<file path="config.mk">
export PLATFORM = sky130hd
export DESIGN_NAME = umsp_uart
export DESIGN_NICKNAME = d
export VERILOG_FILES = /design/src/hw/umsp_pkg.sv /design/src/hw/umsp_uart.sv
export SDC_FILE = /design/constraint.sdc
export NUM_CORES = 1
export LEC_CHECK = 0
export ABC_AREA = 1
export BUFFER_PORTS_ARGS = -buffer_cell sky130_fd_sc_hd__buf_2
export CORE_MARGIN = 2
export CORE_UTILIZATION = 45
export CTS_CLUSTER_SIZE = 10
export DETAILED_ROUTE_END_ITERATION = 7
export PLACE_DENSITY = 0.67
export SLEW_MARGIN = 40
export SYNTH_ARGS = -nofsm -noshare
export SYNTH_HDL_FRONTEND = slang
export SYNTH_SLANG_ARGS = --single-unit
</file>
<file path="constraint.sdc">
create_clock -name clk_i -period 9.8 [get_ports clk_i]
set_clock_uncertainty 0.2 [all_clocks]
set_input_delay 0 -clock clk_i [delete_from_list [all_inputs] [get_ports clk_i]]
set_output_delay 0 -clock clk_i [all_outputs]
set_load 0.005 [all_outputs]
</file>
<file path="src/hw/umsp_pkg.sv">
// constants, field layout and carrier types of the serial port block
package umsp_pkg;

    // ---------------------------------------------------------------
    // register word index on the bus (byte address = index * 4)
    // ---------------------------------------------------------------
    localparam int AVS_AW = 3;
    localparam logic [2:0] REG_CTRL = 3'h0;
    localparam logic [2:0] REG_BAUD = 3'h1;
    localparam logic [2:0] REG_RX = 3'h2;
    localparam logic [2:0] REG_TX = 3'h3;
    localparam logic [2:0] REG_FLOW = 3'h4;

    // ---------------------------------------------------------------
    // control register bits
    // ---------------------------------------------------------------
    localparam int C_UART_EN = 0;
    localparam int C_RX_EN = 1;
    localparam int C_TX_EN = 2;
    localparam int C_CLK1X = 3;
    localparam int C_PAR_EN = 4;
    localparam int C_ODD = 5;
    localparam int C_EIGHT = 6;
    localparam int C_IR = 7;
    localparam int C_IR_INV = 8;
    localparam int C_IGN_FLOW = 9;
    localparam int C_BREAK = 10;
    localparam int C_CTS_IRQ = 11;
    localparam int C_GPIO_IRQ = 12;
    localparam logic [15:0] CTRL_RST = 16'h0000;

    // ---------------------------------------------------------------
    // baud control register: prescale, tap, gpio roles
    // ---------------------------------------------------------------
    localparam int B_PRE_LO = 0;
    localparam int B_TAP_LO = 8;
    localparam int B_SRC_GPIO = 11;
    localparam int B_GPIO_OE = 12;
    localparam int B_GPIO_CLK = 13;
    localparam int B_AUX_LVL = 14;
    localparam logic [15:0] BAUD_RST = 16'h0000;

    // ---------------------------------------------------------------
    // receive word, transmit status and flow register bits
    // ---------------------------------------------------------------
    localparam int RX_PERR = 8;
    localparam int RX_FERR = 9;
    localparam int RX_BRK = 10;
    localparam int RX_OVR = 11;
    localparam int RX_VALID = 12;
    localparam int RX_HALF = 13;
    localparam int RX_RTS_SW = 14;
    localparam int RX_RTS_LVL = 15;
    localparam int TX_AVAIL = 0;
    localparam int TX_EMPTY = 1;
    localparam int TX_BUSY = 2;
    localparam int F_CTS_LVL = 0;
    localparam int F_CTS_DELTA = 1;
    localparam int F_GPIO_LVL = 2;
    localparam int F_GPIO_DELTA = 3;

    // ---------------------------------------------------------------
    // synchroniser slots, fifo and bit timing
    // ---------------------------------------------------------------
    localparam int PIN_RXD = 0;
    localparam int PIN_CTS = 1;
    localparam int PIN_GPIO = 2;
    localparam int FIFO_AW = 3;
    localparam logic [3:0] FIFO_DEPTH = 4'h8;
    localparam logic [3:0] FIFO_HALF = 4'h4;
    localparam int RX_EW = 11;
    localparam logic [3:0] PH_LAST = 4'hf;
    localparam logic [3:0] PH_VOTE_LO = 4'h6;
    localparam logic [3:0] PH_VOTE_HI = 4'h8;
    localparam logic [3:0] IR_PULSE_PH = 4'h3;
    localparam logic [2:0] LAST_BIT8 = 3'h7;
    localparam logic [2:0] LAST_BIT7 = 3'h6;
    localparam logic [1:0] VOTE_MAJ = 2'h2;

    // frame sequencer states, gray along the frame
    typedef enum logic [2:0] {
        FS_IDLE = 3'b000,
        FS_START = 3'b001,
        FS_DATA = 3'b011,
        FS_PAR = 3'b010,
        FS_STOP = 3'b110
    } umsp_fstate_t;

    // avalon request and answer
    typedef struct packed {
        logic read;
        logic write;
        logic [AVS_AW-1:0] address;
        logic [31:0] writedata;
    } umsp_avs_req_t;

    typedef struct packed {
        logic [31:0] readdata;
        logic waitrequest;
    } umsp_avs_rsp_t;

endpackage : umsp_pkg

</file>
<file path="src/hw/umsp_uart.sv">
// serial port: framing, infra-red coding, flow pins, fifos, avalon registers
//
// The address map and the Avalon-MM interface to the registers were left to the implementer.
`timescale 1ns/1ns
module umsp_uart (
    input wire logic clk_i,
    input wire logic rstn_i,
    input wire umsp_pkg::umsp_avs_req_t avs_req_i,
    output umsp_pkg::umsp_avs_rsp_t avs_rsp_o,
    input wire logic rxd_i,
    input wire logic cts_n_i,
    input wire logic gpio_i,
    output logic txd_o,
    output logic rts_n_o,
    output logic gpio_o,
    output logic gpio_oe_o,
    output logic event_req_o
);
    import umsp_pkg::*;

    // ---------------------------------------------------------------
    // state record
    // ---------------------------------------------------------------
    typedef struct packed {
        logic [2:0] sy1;
        logic [2:0] sy2;
        logic [2:0] sy3;
        logic [2:0] lvl;
        logic [1:0] warm;
        logic [15:0] ctrl;
        logic [15:0] baud;
        logic rts_sw;
        logic rts_lvl;
        logic cts_delta;
        logic gpio_delta;
        logic overrun;
        logic [7:0] pre_cnt;
        logic [7:0] tap_cnt;
        logic [3:0] ph16;
        logic [7:0][7:0] tmem;
        logic [FIFO_AW-1:0] twp;
        logic [FIFO_AW-1:0] trp;
        logic [3:0] tcnt;
        umsp_fstate_t tst;
        logic [7:0] tsh;
        logic [2:0] tbit;
        logic tpar;
        logic [7:0][RX_EW-1:0] rmem;
        logic [FIFO_AW-1:0] rwp;
        logic [FIFO_AW-1:0] rrp;
        logic [3:0] rcnt;
        umsp_fstate_t rst;
        logic [3:0] rph;
        logic [1:0] vote;
        logic pseen;
        logic [7:0] rsh;
        logic [2:0] rbit;
        logic rpar;
        logic rperr;
        umsp_avs_rsp_t rsp;
        logic txd;
        logic rts_n;
        logic gpio_o;
        logic gpio_oe;
        logic evt;
    } umsp_state_t;

    umsp_state_t s;
    umsp_state_t next_s;

    // ---------------------------------------------------------------
    // next state
    // ---------------------------------------------------------------
    always_comb begin
        logic base_tick;
        logic pre_tick;
        logic tick16;
        logic tick1;
        logic [7:0] tap_mask;
        logic x1;
        logic ir;
        logic inv;
        logic req;
        logic commit;
        logic tpush;
        logic tpop;
        logic rpush;
        logic rpop;
        logic tbitval;
        logic tzero;
        logic [2:0] tlast;
        logic [2:0] rlast;
        logic [7:0] tdata;
        logic [7:0] rdata;
        logic rz;
        logic bit_done;
        logic rb;
        base_tick = 1'b0;
        pre_tick = 1'b0;
        tick16 = 1'b0;
        tick1 = 1'b0;
        tpush = 1'b0;
        tpop = 1'b0;
        rpush = 1'b0;
        rpop = 1'b0;
        tbitval = 1'b1;
        rb = 1'b1;
        tdata = s.tmem[s.trp];
        rdata = s.ctrl[C_EIGHT] ? s.rsh : {1'b0, s.rsh[7:1]};
        next_s = s;
        x1 = s.ctrl[C_CLK1X];
        ir = s.ctrl[C_IR];
        inv = s.ctrl[C_IR_INV];
        tlast = s.ctrl[C_EIGHT] ? LAST_BIT8 : LAST_BIT7;
        rlast = tlast;

        // three-stage pin synchronisers; level moves once stages 2 and 3 agree
        next_s.sy1 = {gpio_i, cts_n_i, rxd_i};
        next_s.sy2 = s.sy1;
        next_s.sy3 = s.sy2;
        next_s.lvl = (s.sy2 & s.sy3) | (s.lvl & (s.sy2 ^ s.sy3));
        // after reset the levels follow stage 2 for the first three cycles, so no false edge follows
        next_s.warm = s.warm + {1'b0, ~(&s.warm)};
        if (!(&s.warm)) begin
            next_s.lvl = s.sy2;
        end

        // bus: answer one cycle after the request is seen
        req = avs_req_i.read | avs_req_i.write;
        commit = req & ~s.rsp.waitrequest;
        next_s.rsp.waitrequest = ~(req & s.rsp.waitrequest);
        if (req && s.rsp.waitrequest) begin
            next_s.rsp.readdata = '0;
            case (avs_req_i.address)
                REG_CTRL: next_s.rsp.readdata[15:0] = s.ctrl;
                REG_BAUD: next_s.rsp.readdata[15:0] = s.baud;
                REG_RX: begin
                    if (s.rcnt != 4'h0) begin
                        next_s.rsp.readdata[RX_EW-1:0] = s.rmem[s.rrp];
                    end
                    next_s.rsp.readdata[RX_OVR] = s.overrun;
                    next_s.rsp.readdata[RX_VALID] = (s.rcnt != 4'h0);
                    next_s.rsp.readdata[RX_HALF] = (s.rcnt >= FIFO_HALF);
                    next_s.rsp.readdata[RX_RTS_SW] = s.rts_sw;
                    next_s.rsp.readdata[RX_RTS_LVL] = s.rts_lvl;
                end
                REG_TX: begin
                    next_s.rsp.readdata[TX_AVAIL] = (s.tcnt != FIFO_DEPTH);
                    next_s.rsp.readdata[TX_EMPTY] = (s.tcnt == 4'h0);
                    next_s.rsp.readdata[TX_BUSY] = (s.tst != FS_IDLE);
                end
                REG_FLOW: begin
                    next_s.rsp.readdata[F_CTS_LVL] = s.lvl[PIN_CTS];
                    next_s.rsp.readdata[F_CTS_DELTA] = s.cts_delta;
                    next_s.rsp.readdata[F_GPIO_LVL] = s.lvl[PIN_GPIO];
                    next_s.rsp.readdata[F_GPIO_DELTA] = s.gpio_delta;
                end
                default: next_s.rsp.readdata = '0;
            endcase
        end

        // register writes; flag clears come before the edge sets below
        if (commit && avs_req_i.write) begin
            case (avs_req_i.address)
                REG_CTRL: next_s.ctrl = avs_req_i.writedata[15:0];
                REG_BAUD: next_s.baud = avs_req_i.writedata[15:0];
                REG_RX: begin
                    next_s.rts_sw = avs_req_i.writedata[RX_RTS_SW];
                    next_s.rts_lvl = avs_req_i.writedata[RX_RTS_LVL];
                end
                REG_TX: tpush = (s.tcnt != FIFO_DEPTH);
                REG_FLOW: begin
                    if (avs_req_i.writedata[F_CTS_DELTA]) begin
                        next_s.cts_delta = 1'b0;
                    end
                    if (avs_req_i.writedata[F_GPIO_DELTA]) begin
                        next_s.gpio_delta = 1'b0;
                    end
                end
                default: ;
            endcase
        end
        // a read of the receive word consumes the entry it returned
        if (commit && avs_req_i.read && avs_req_i.address == REG_RX) begin
            rpop = s.rsp.readdata[RX_VALID];
            next_s.overrun = 1'b0;
        end

        // pin edge events, set wins over a clear in the same cycle
        if (&s.warm && s.lvl[PIN_CTS] != next_s.lvl[PIN_CTS]) begin
            next_s.cts_delta = 1'b1;
        end
        if (&s.warm && !s.baud[B_GPIO_OE] && s.lvl[PIN_GPIO] != next_s.lvl[PIN_GPIO]) begin
            next_s.gpio_delta = 1'b1;
        end
        next_s.evt = (next_s.cts_delta & s.ctrl[C_CTS_IRQ])
            | (next_s.gpio_delta & s.ctrl[C_GPIO_IRQ]);

        // baud generator: source, prescaler, binary tap
        if (s.ctrl[C_UART_EN]) begin
            base_tick = s.baud[B_SRC_GPIO] ?
                (next_s.lvl[PIN_GPIO] & ~s.lvl[PIN_GPIO]) : 1'b1;
        end
        if (base_tick) begin
            pre_tick = (s.pre_cnt == 8'h00);
            next_s.pre_cnt = pre_tick ? s.baud[B_PRE_LO +: 8] : s.pre_cnt - 8'h01;
        end
        tap_mask = (8'h01 << s.baud[B_TAP_LO +: 3]) - 8'h01;
        if (pre_tick) begin
            tick16 = ((s.tap_cnt | ~tap_mask) == 8'hff);
            next_s.tap_cnt = s.tap_cnt + 8'h01;
        end
        if (tick16) begin
            next_s.ph16 = s.ph16 + 4'h1;
        end
        // bit clock: sixteenth of the 16x clock, or the 16x clock itself in 1x mode
        tick1 = x1 ? tick16 : (tick16 && s.ph16 == PH_LAST);

        // transmitter sequencer, moves only on bit clock edges
        case (s.tst)
            FS_IDLE: begin
                if (tick1 && s.ctrl[C_TX_EN] && s.tcnt != 4'h0
                    && (s.ctrl[C_IGN_FLOW] || !s.lvl[PIN_CTS])) begin
                    tpop = 1'b1;
                    next_s.tsh = tdata;
                    next_s.tpar = s.ctrl[C_ODD] ^ (s.ctrl[C_EIGHT] ? ^tdata : ^tdata[6:0]);
                    next_s.tst = FS_START;
                end
            end
            FS_START: begin
                tbitval = 1'b0;
                if (tick1) begin
                    next_s.tbit = 3'h0;
                    next_s.tst = FS_DATA;
                end
            end
            FS_DATA: begin
                tbitval = s.tsh[0];
                if (tick1) begin
                    next_s.tsh = {1'b0, s.tsh[7:1]};
                    next_s.tbit = s.tbit + 3'h1;
                    if (s.tbit == tlast) begin
                        next_s.tst = s.ctrl[C_PAR_EN] ? FS_PAR : FS_STOP;
                    end
                end
            end
            FS_PAR: begin
                tbitval = s.tpar;
                if (tick1) begin
                    next_s.tst = FS_STOP;
                end
            end
            FS_STOP: begin
                tbitval = 1'b1;
                if (tick1) begin
                    next_s.tst = FS_IDLE;
                end
            end
            default: next_s.tst = FS_IDLE;
        endcase
        if (s.ctrl[C_BREAK]) begin
            tbitval = 1'b0;
        end
        // line coding: nrz level, or a 3/16 pulse per zero bit
        tzero = ~tbitval;
        next_s.txd = ir ? ((tzero && s.ph16 < IR_PULSE_PH) ^ inv) : tbitval;

        // receiver: zero-bit sense from nrz low or an infra-red pulse
        rz = ir ? (s.lvl[PIN_RXD] ^ inv) : ~s.lvl[PIN_RXD];
        bit_done = 1'b0;
        if (tick16 && s.ctrl[C_RX_EN] && s.rst != FS_IDLE) begin
            next_s.rph = s.rph + 4'h1;
            next_s.pseen = s.pseen | rz;
            if (s.rph >= PH_VOTE_LO && s.rph <= PH_VOTE_HI && rz) begin
                next_s.vote = s.vote + 2'h1;
            end
            bit_done = x1 || s.rph == PH_LAST;
            if (x1) begin
                rb = ~rz;
            end else if (ir) begin
                rb = ~(s.pseen | rz);
            end else begin
                rb = (s.vote < VOTE_MAJ);
            end
            if (bit_done) begin
                next_s.rph = 4'h0;
                next_s.vote = 2'h0;
                next_s.pseen = 1'b0;
            end
        end
        case (s.rst)
            FS_IDLE: begin
                if (tick16 && s.ctrl[C_RX_EN] && rz) begin
                    next_s.rph = 4'h1;
                    next_s.vote = 2'h0;
                    next_s.pseen = 1'b1;
                    next_s.rpar = 1'b0;
                    next_s.rbit = 3'h0;
                    next_s.rst = x1 ? FS_DATA : FS_START;
                end
            end
            FS_START: begin
                if (bit_done) begin
                    next_s.rst = rb ? FS_IDLE : FS_DATA; // false start drops back
                end
            end
            FS_DATA: begin
                if (bit_done) begin
                    next_s.rsh = {rb, s.rsh[7:1]};
                    next_s.rpar = s.rpar ^ rb;
                    next_s.rbit = s.rbit + 3'h1;
                    if (s.rbit == rlast) begin
                        next_s.rst = s.ctrl[C_PAR_EN] ? FS_PAR : FS_STOP;
                    end
                end
            end
            FS_PAR: begin
                if (bit_done) begin
                    next_s.rperr = (s.rpar ^ rb) != s.ctrl[C_ODD];
                    next_s.rpar = s.rpar ^ rb;
                    next_s.rst = FS_STOP;
                end
            end
            FS_STOP: begin
                if (bit_done) begin
                    next_s.rst = FS_IDLE;
                    if (s.rcnt == FIFO_DEPTH) begin
                        next_s.overrun = 1'b1;
                    end else begin
                        rpush = 1'b1;
                        next_s.rmem[s.rwp] = {~rb && rdata == 8'h00 && !s.rpar,
                                              ~rb,
                                              s.rperr & s.ctrl[C_PAR_EN], rdata};
                    end
                    next_s.rperr = 1'b0;
                end
            end
            default: next_s.rst = FS_IDLE;
        endcase

        // fifo pointers and counts
        if (tpush) begin
            next_s.tmem[s.twp] = avs_req_i.writedata[7:0];
            next_s.twp = s.twp + 3'h1;
        end
        if (tpop) begin
            next_s.trp = s.trp + 3'h1;
        end
        next_s.tcnt = s.tcnt + {3'h0, tpush} - {3'h0, tpop};
        if (rpush) begin
            next_s.rwp = s.rwp + 3'h1;
        end
        if (rpop) begin
            next_s.rrp = s.rrp + 3'h1;
        end
        next_s.rcnt = s.rcnt + {3'h0, rpush} - {3'h0, rpop};

        // flow and auxiliary pins
        if (s.rts_sw) begin
            next_s.rts_n = s.rts_lvl;
        end else begin
            next_s.rts_n = (next_s.rcnt == FIFO_DEPTH);
        end
        next_s.gpio_oe = s.baud[B_GPIO_OE];
        if (s.baud[B_GPIO_CLK]) begin
            next_s.gpio_o = x1 ? s.ph16[0] : s.ph16[3];
        end else begin
            next_s.gpio_o = s.baud[B_AUX_LVL];
        end
    end

    // ---------------------------------------------------------------
    // state register
    // ---------------------------------------------------------------
    always_ff @(posedge clk_i or negedge rstn_i) begin
        if (!rstn_i) begin
            s <= '0;
            s.ctrl <= CTRL_RST;
            s.baud <= BAUD_RST;
            s.sy1 <= 3'h7;
            s.sy2 <= 3'h7;
            s.sy3 <= 3'h7;
            s.lvl <= 3'h7;
            s.tst <= FS_IDLE;
            s.rst <= FS_IDLE;
            s.rsp.waitrequest <= 1'b1;
            s.txd <= 1'b1;
            s.rts_n <= 1'b1;
        end else begin
            s <= next_s;
        end
    end

    // outputs straight from the state record
    assign avs_rsp_o = s.rsp;
    assign txd_o = s.txd;
    assign rts_n_o = s.rts_n;
    assign gpio_o = s.gpio_o;
    assign gpio_oe_o = s.gpio_oe;
    assign event_req_o = s.evt;

endmodule : umsp_uart

</file>
* Word-level counts from Yosys, hierarchy flattened
Index checks and enable logic that the tools add are counted.
W data, S select, Z words.
** Cells by class
- Add/sub/neg operators :: 17
- Multipliers :: 0
- Div/mod/pow operators :: 0
- Order comparisons :: 11
- Equal/unequal tests :: 35
- Shifts and indexed selects :: 1
- Muxes and demuxes :: 83
- Bitwise gates (word level) :: 29
- Reductions and logical operators :: 57
** Operator list (number)
- $bwmux W88 :: 1
- $bwmux W64 :: 1
- $pmux W3 S5 :: 3
- $mux W11 :: 4
- $pmux W12 S3 :: 1
- $mux W1 :: 34
- $bmux W11 S3 :: 1
- $demux W11 S3 :: 1
- $mux W3 :: 11
- $mux W8 :: 4
- $bmux W8 S3 :: 1
- $demux W8 S3 :: 1
- $ne A2 B2 Y1 const B :: 12
- $logic_and A1 B1 Y1 :: 21
- $mux W7 :: 3
- $add A3 B1 Y3 const B :: 6
- $eq A3 B2 Y1 const B :: 6
- $eq A4 B4 Y1 const B :: 4
- $logic_not A8 Y1 :: 2
- $lt A3 B4 Y1 const B :: 4
- $pmux W8 S2 :: 1
- $sub A8 B1 Y8 const B :: 2
- $reduce_and A3 Y1 :: 5
- $mux W14 :: 1
- 46 further kinds :: 103
** Word-level totals
- Register bits after elaboration :: 303
- Bits in latches :: 0
- Bits in writable memories :: 0
- ROM bits :: 0
- Input bits :: 42
- Output and inout port bits :: 38
- Memories :: 0

* Longest topological paths before layout
- Word-level depth :: 18
- Gate-level depth with buffers :: 20
- Mapped depth without buffers :: 20

* Worst setup path after synthesis
OpenSTA, ideal clock, no wires.
- Path type :: register -> register
- Start point :: reg s (netlist bit next_s[312])
- End point :: reg s (netlist bit rts_n_o)
- Data arrival time :: 3.412 ns
- Required time :: 9.539 ns
- Path slack :: 6.127 ns
- Stages on the path, launching flop included :: 20
- Buffers on the path :: 0
- Period minus slack after synthesis :: 3.673 ns
- Path through :: dfstp_2 > ha_1 > a21oi_1 > a21oi_1 > ha_1 > o21ai_1 > nor2_8 > nand3_4 > nor2_8 > nand3_2 > nor2_4 > nand3_1 > ha_1 > inv_1 > ha_1 > inv_1 > fa_1 > inv_1 > nor4_1 > a22o_1
** RTL lines
- start, declared :: line umsp_uart.sv:68 : umsp_state_t s;
- start signal, assigned :: line umsp_uart.sv:390 : s <= next_s;

==> flow_summary.json <==
{
  "status": "finished clean",
  "ff_latch_area_sq_mm": 0.00758,
  "synth_top_cells_by_area": "dfrtp_1 (47%), nand2_1 (17%), o21ai_0 (7.3%)",
  "vias": 12500,
  "grt_max_degree": 95,
  "drt_first_pass_iters": 6,
  "h-tree-depth": 2,
  "max_freq_mhz": 227,
  "max_stage_delay_ps": 540,
  "synthFlopType": "dfrtp_1",
  "crit_arrival_ps": 4680,
  "path_class": "flip-flop to flip-flop",
  "place_ws_ps": 5390,
  "path_buf_inv": 3,
  "cts_buffers": 37,
  "syn_inst": 1919,
  "die_h_um": 188,
  "synth-edff-count": 0,
  "critical_path.most_common_cell": "ha_1",
  "cellPowerDensity_mw_per_mm2": 208,
  "grt_use_total": 0.220,
  "rows": 67,
  "synth_area_sq_mm": 0.0152,
  "final.period_utilization": 0.449,
  "synth_warnings": 0,
  "multiInputGateArea_sq_mm": 0.00635,
  "ant_nets": 0,
  "cts_tree": "done",
  "critical_path_peak_fanout": 11,
  "coreArea_sq_mm": 0.0334,
  "fp.dieW_um": 188,
  "hp-class": "input pin to flip-flop",
  "async_flop_share": 1.00,
  "cts_sinks": 302,
  "ys_seq_elements": 302,
  "maxSlewHeadroom": 0.430,
  "post-dp-hpwl_um": 25400,
  "ir_worst_vdd_uv": 148,
  "place_inst": 2331,
  "cts_buffer_depth": 3,
  "setup-violations-final": 0,
  "final.min_clock_period_ps": 4400,
  "drv_cap": 0,
  "cp.required_ps": 10070,
  "wl_per_cell_um": 15.7,
  "synth_top_cell_by_area": "dfrtp_1",
  "yosysTopAreaCellShare": 0.472,
  "portBuffers": 47,
  "instances_no_fill": 2424,
  "end_kind": "flip-flop",
  "syn_to_final_growth_pct": 11.5,
  "path_clk_slew_ps": 50,
  "placed_cell_area_sq_mm": 0.0155,
  "worst_pin_slew_ps": 850,
  "drc": 0,
  "num_io_pins": 80,
  "post_cts_resized": 0,
  "final_hold_viol_count": 0,
  "fin_area_sq_mm": 0.0170,
  "layout-drive-gt1-share": 0.0795,
  "power_leakage_nw": 8.59,
  "post-cts-setup-buffer-count": 0,
  "grt_pass1_wl_um": 62800,
  "grt_setup_unrepaired": "no",
  "setup_tns_ps": 0,
  "slew_viol_final": 0,
  "gp_congestion": 0.805,
  "grt_overflow_total": 0,
  "diodes": 0,
  "drtIter0Drc": 913,
  "avgSynthCellArea_sq_um": 7.93,
  "cp_top_family": "simple AND/OR/NAND/NOR gates",
  "root_buffer": "clkbuf_16",
  "initial_core_util": 0.455,
  "antenna_found_initial": 0,
  "worst_slack_ps": 5400,
  "wirelength_um": 38100,
  "seq_area_frac_synth": 0.498,
  "ys_types": 50,
  "path_cells": "ha_1, a21oi_1, a21oi_1, ha_1, o21ai_1, nor2_8, nand3_4, nor2_8, nand3_2, nor2_4, nand3_1, ha_1, inv_1, ha_1, inv_1, fa_1, inv_1, nor4_1, a22o_1",
  "nNetsFinal": 2034,
  "insertion_delay_ps": 530,
  "fillCellCount": 3157,
  "slowest_stage": "dfstp_2",
  "viasPerCell": 5.17,
  "die_area_sq_mm": 0.0353,
  "startpoint_type": "flip-flop",
  "grt_pass1_vias": 12200
}
-- layout by cell type (no fill, tap or decap), types with 3 or more instances in the layout --
cell type      instances
a21oi_1               23
a221oi_1              10
buf_2                 46
buf_4                  7
clkbuf_1              14
clkbuf_16             37
clkinv_1               6
conb_1                16
dfrtp_1              287
dfstp_2               15
dlygate4sd3_1         37
ha_1                  30
inv_1                186
inv_2                  5
inv_6                  3
nand2_1              681
nand2_2               10
nand3_1               78
nand3b_1               3
nand4_1               12
nor2_1               114
nor2_2                13
nor3_1                15
nor3_2                 3
nor4_1                 4
o211ai_1               4
o21ai_0              220
o21ai_1                7
o221ai_1              19
o22ai_1                9
xnor2_1                8
xor2_1                19
-- where the power goes --
part           internal, W  total, W  switching, W
clock network     0.000698   0.00121      0.000511
registers          0.00142   0.00156      0.000142
logic             0.000277  0.000762      0.000484
-- per-layer routing --
| metal | GRT usage | wire length (um) |
|---|---|---|
| met4 | 0.0824 | 1250 |
| met2 | 0.374 | 18400 |
| met1 | 0.287 | 16500 |
| met3 | 0.0311 | 1880 |
| met5 | 0 | 0 |
-- cells by family (layout without fill, tap and decap cells) --
kind of cell | count (synthesis) | in the layout | share of synthesized area
and+or+nand+nor | 947 | 947 | 0.258
other | 1 | 16 | 0.000246
AOI/OAI and AO/OA | 306 | 306 | 0.112
xor gates and xnor gates | 27 | 27 | 0.0155
adders and majority gates | 32 | 32 | 0.0273
DFF | 302 | 302 | 0.498
buffers and inverters | 304 | 346 | 0.0890
-- worst min-delay path: stages --
cell           delay [ps]
dlygate4sd3_1         520
buf_2                 100
inv_1                  40
o21ai_0               140
-- flip-flops by register name, indices dropped and copies added, names as in the netlist --
name         count
next_s           7
gpio_o           1
s              273
txd_o            1
gpio_oe_o        1
rts_n_o          1
event_req_o      1
avs_rsp_o       17
-- per-stage QoR --
stage / hold slack (ps) / utilization / total power, W
6_report: 102 / 0.507 / 0.00353
5_1_grt: 110 / 0.507 / 0.00374
4_1_cts: 82.7 / 0.507 / 0.00356
3_5_place_dp: -107 / 0.465 / 0.00232
3_3_place_gp: -116 / 0.464 / 0.00229
2_1_floorplan: -496 / - / 0.00210
-- cells in the mapped netlist, types with 2 or more instances --
cell / count
nor2_1: 114
o211ai_1: 4
buf_4: 41
ha_1: 30
a22o_1: 2
nor4_1: 4
inv_1: 187
nor3_1: 16
nor3_4: 2
buf_6: 7
or2_2: 2
a31oi_1: 2
nor2_4: 2
clkinv_1: 6
a21oi_1: 23
fa_1: 2
o21ai_1: 6
o221ai_1: 19
nor3_2: 2
o31ai_1: 2
nor3b_1: 2
xor2_1: 19
o22ai_1: 9
a221oi_1: 10
o21ai_0: 221
nor2_8: 2
xnor2_1: 8
nand3_4: 2
buf_1: 2
nand2_1: 683
nor2_2: 13
inv_2: 4
dfstp_2: 15
nand2_2: 8
clkbuf_1: 52
nand3_1: 78
nand4_1: 12
buf_2: 5
nand3b_1: 3
dfrtp_1: 287
o2111ai_1: 2
-- worst paths after layout --
path,endpoint,slack (ps),cells past startpoint,start
setup / recovery,rts_n_o,5400,19,next_s[312]
hold / removal,s[284],100,4,avs_req_i[11]
setup reg to reg,rts_n_o,5400,19,next_s[312]
hold reg to reg,next_s[312],150,0,next_s[315]
max in group asynchronous,s[258],8230,4,rstn_i
min in group asynchronous,avs_rsp_o[0],400,3,rstn_i
-- repair_timing --
item	4_1_cts	5_1_grt
endpoints found under the setup margin	0	0
endpoints found under the hold margin	217	0
hold buffers	38	0
-- final cells by class --
type | count | share of cell area
clock inverter | 3 | 0.00155
multi-input combinational | 1328 | 0.374
sequential | 302 | 0.447
clock buffer | 52 | 0.0585
timing repair buffer | 94 | 0.0423
tap | 448 | 0.0330
inverter | 197 | 0.0436
Note: power is estimated with default switching activity, not from simulation.
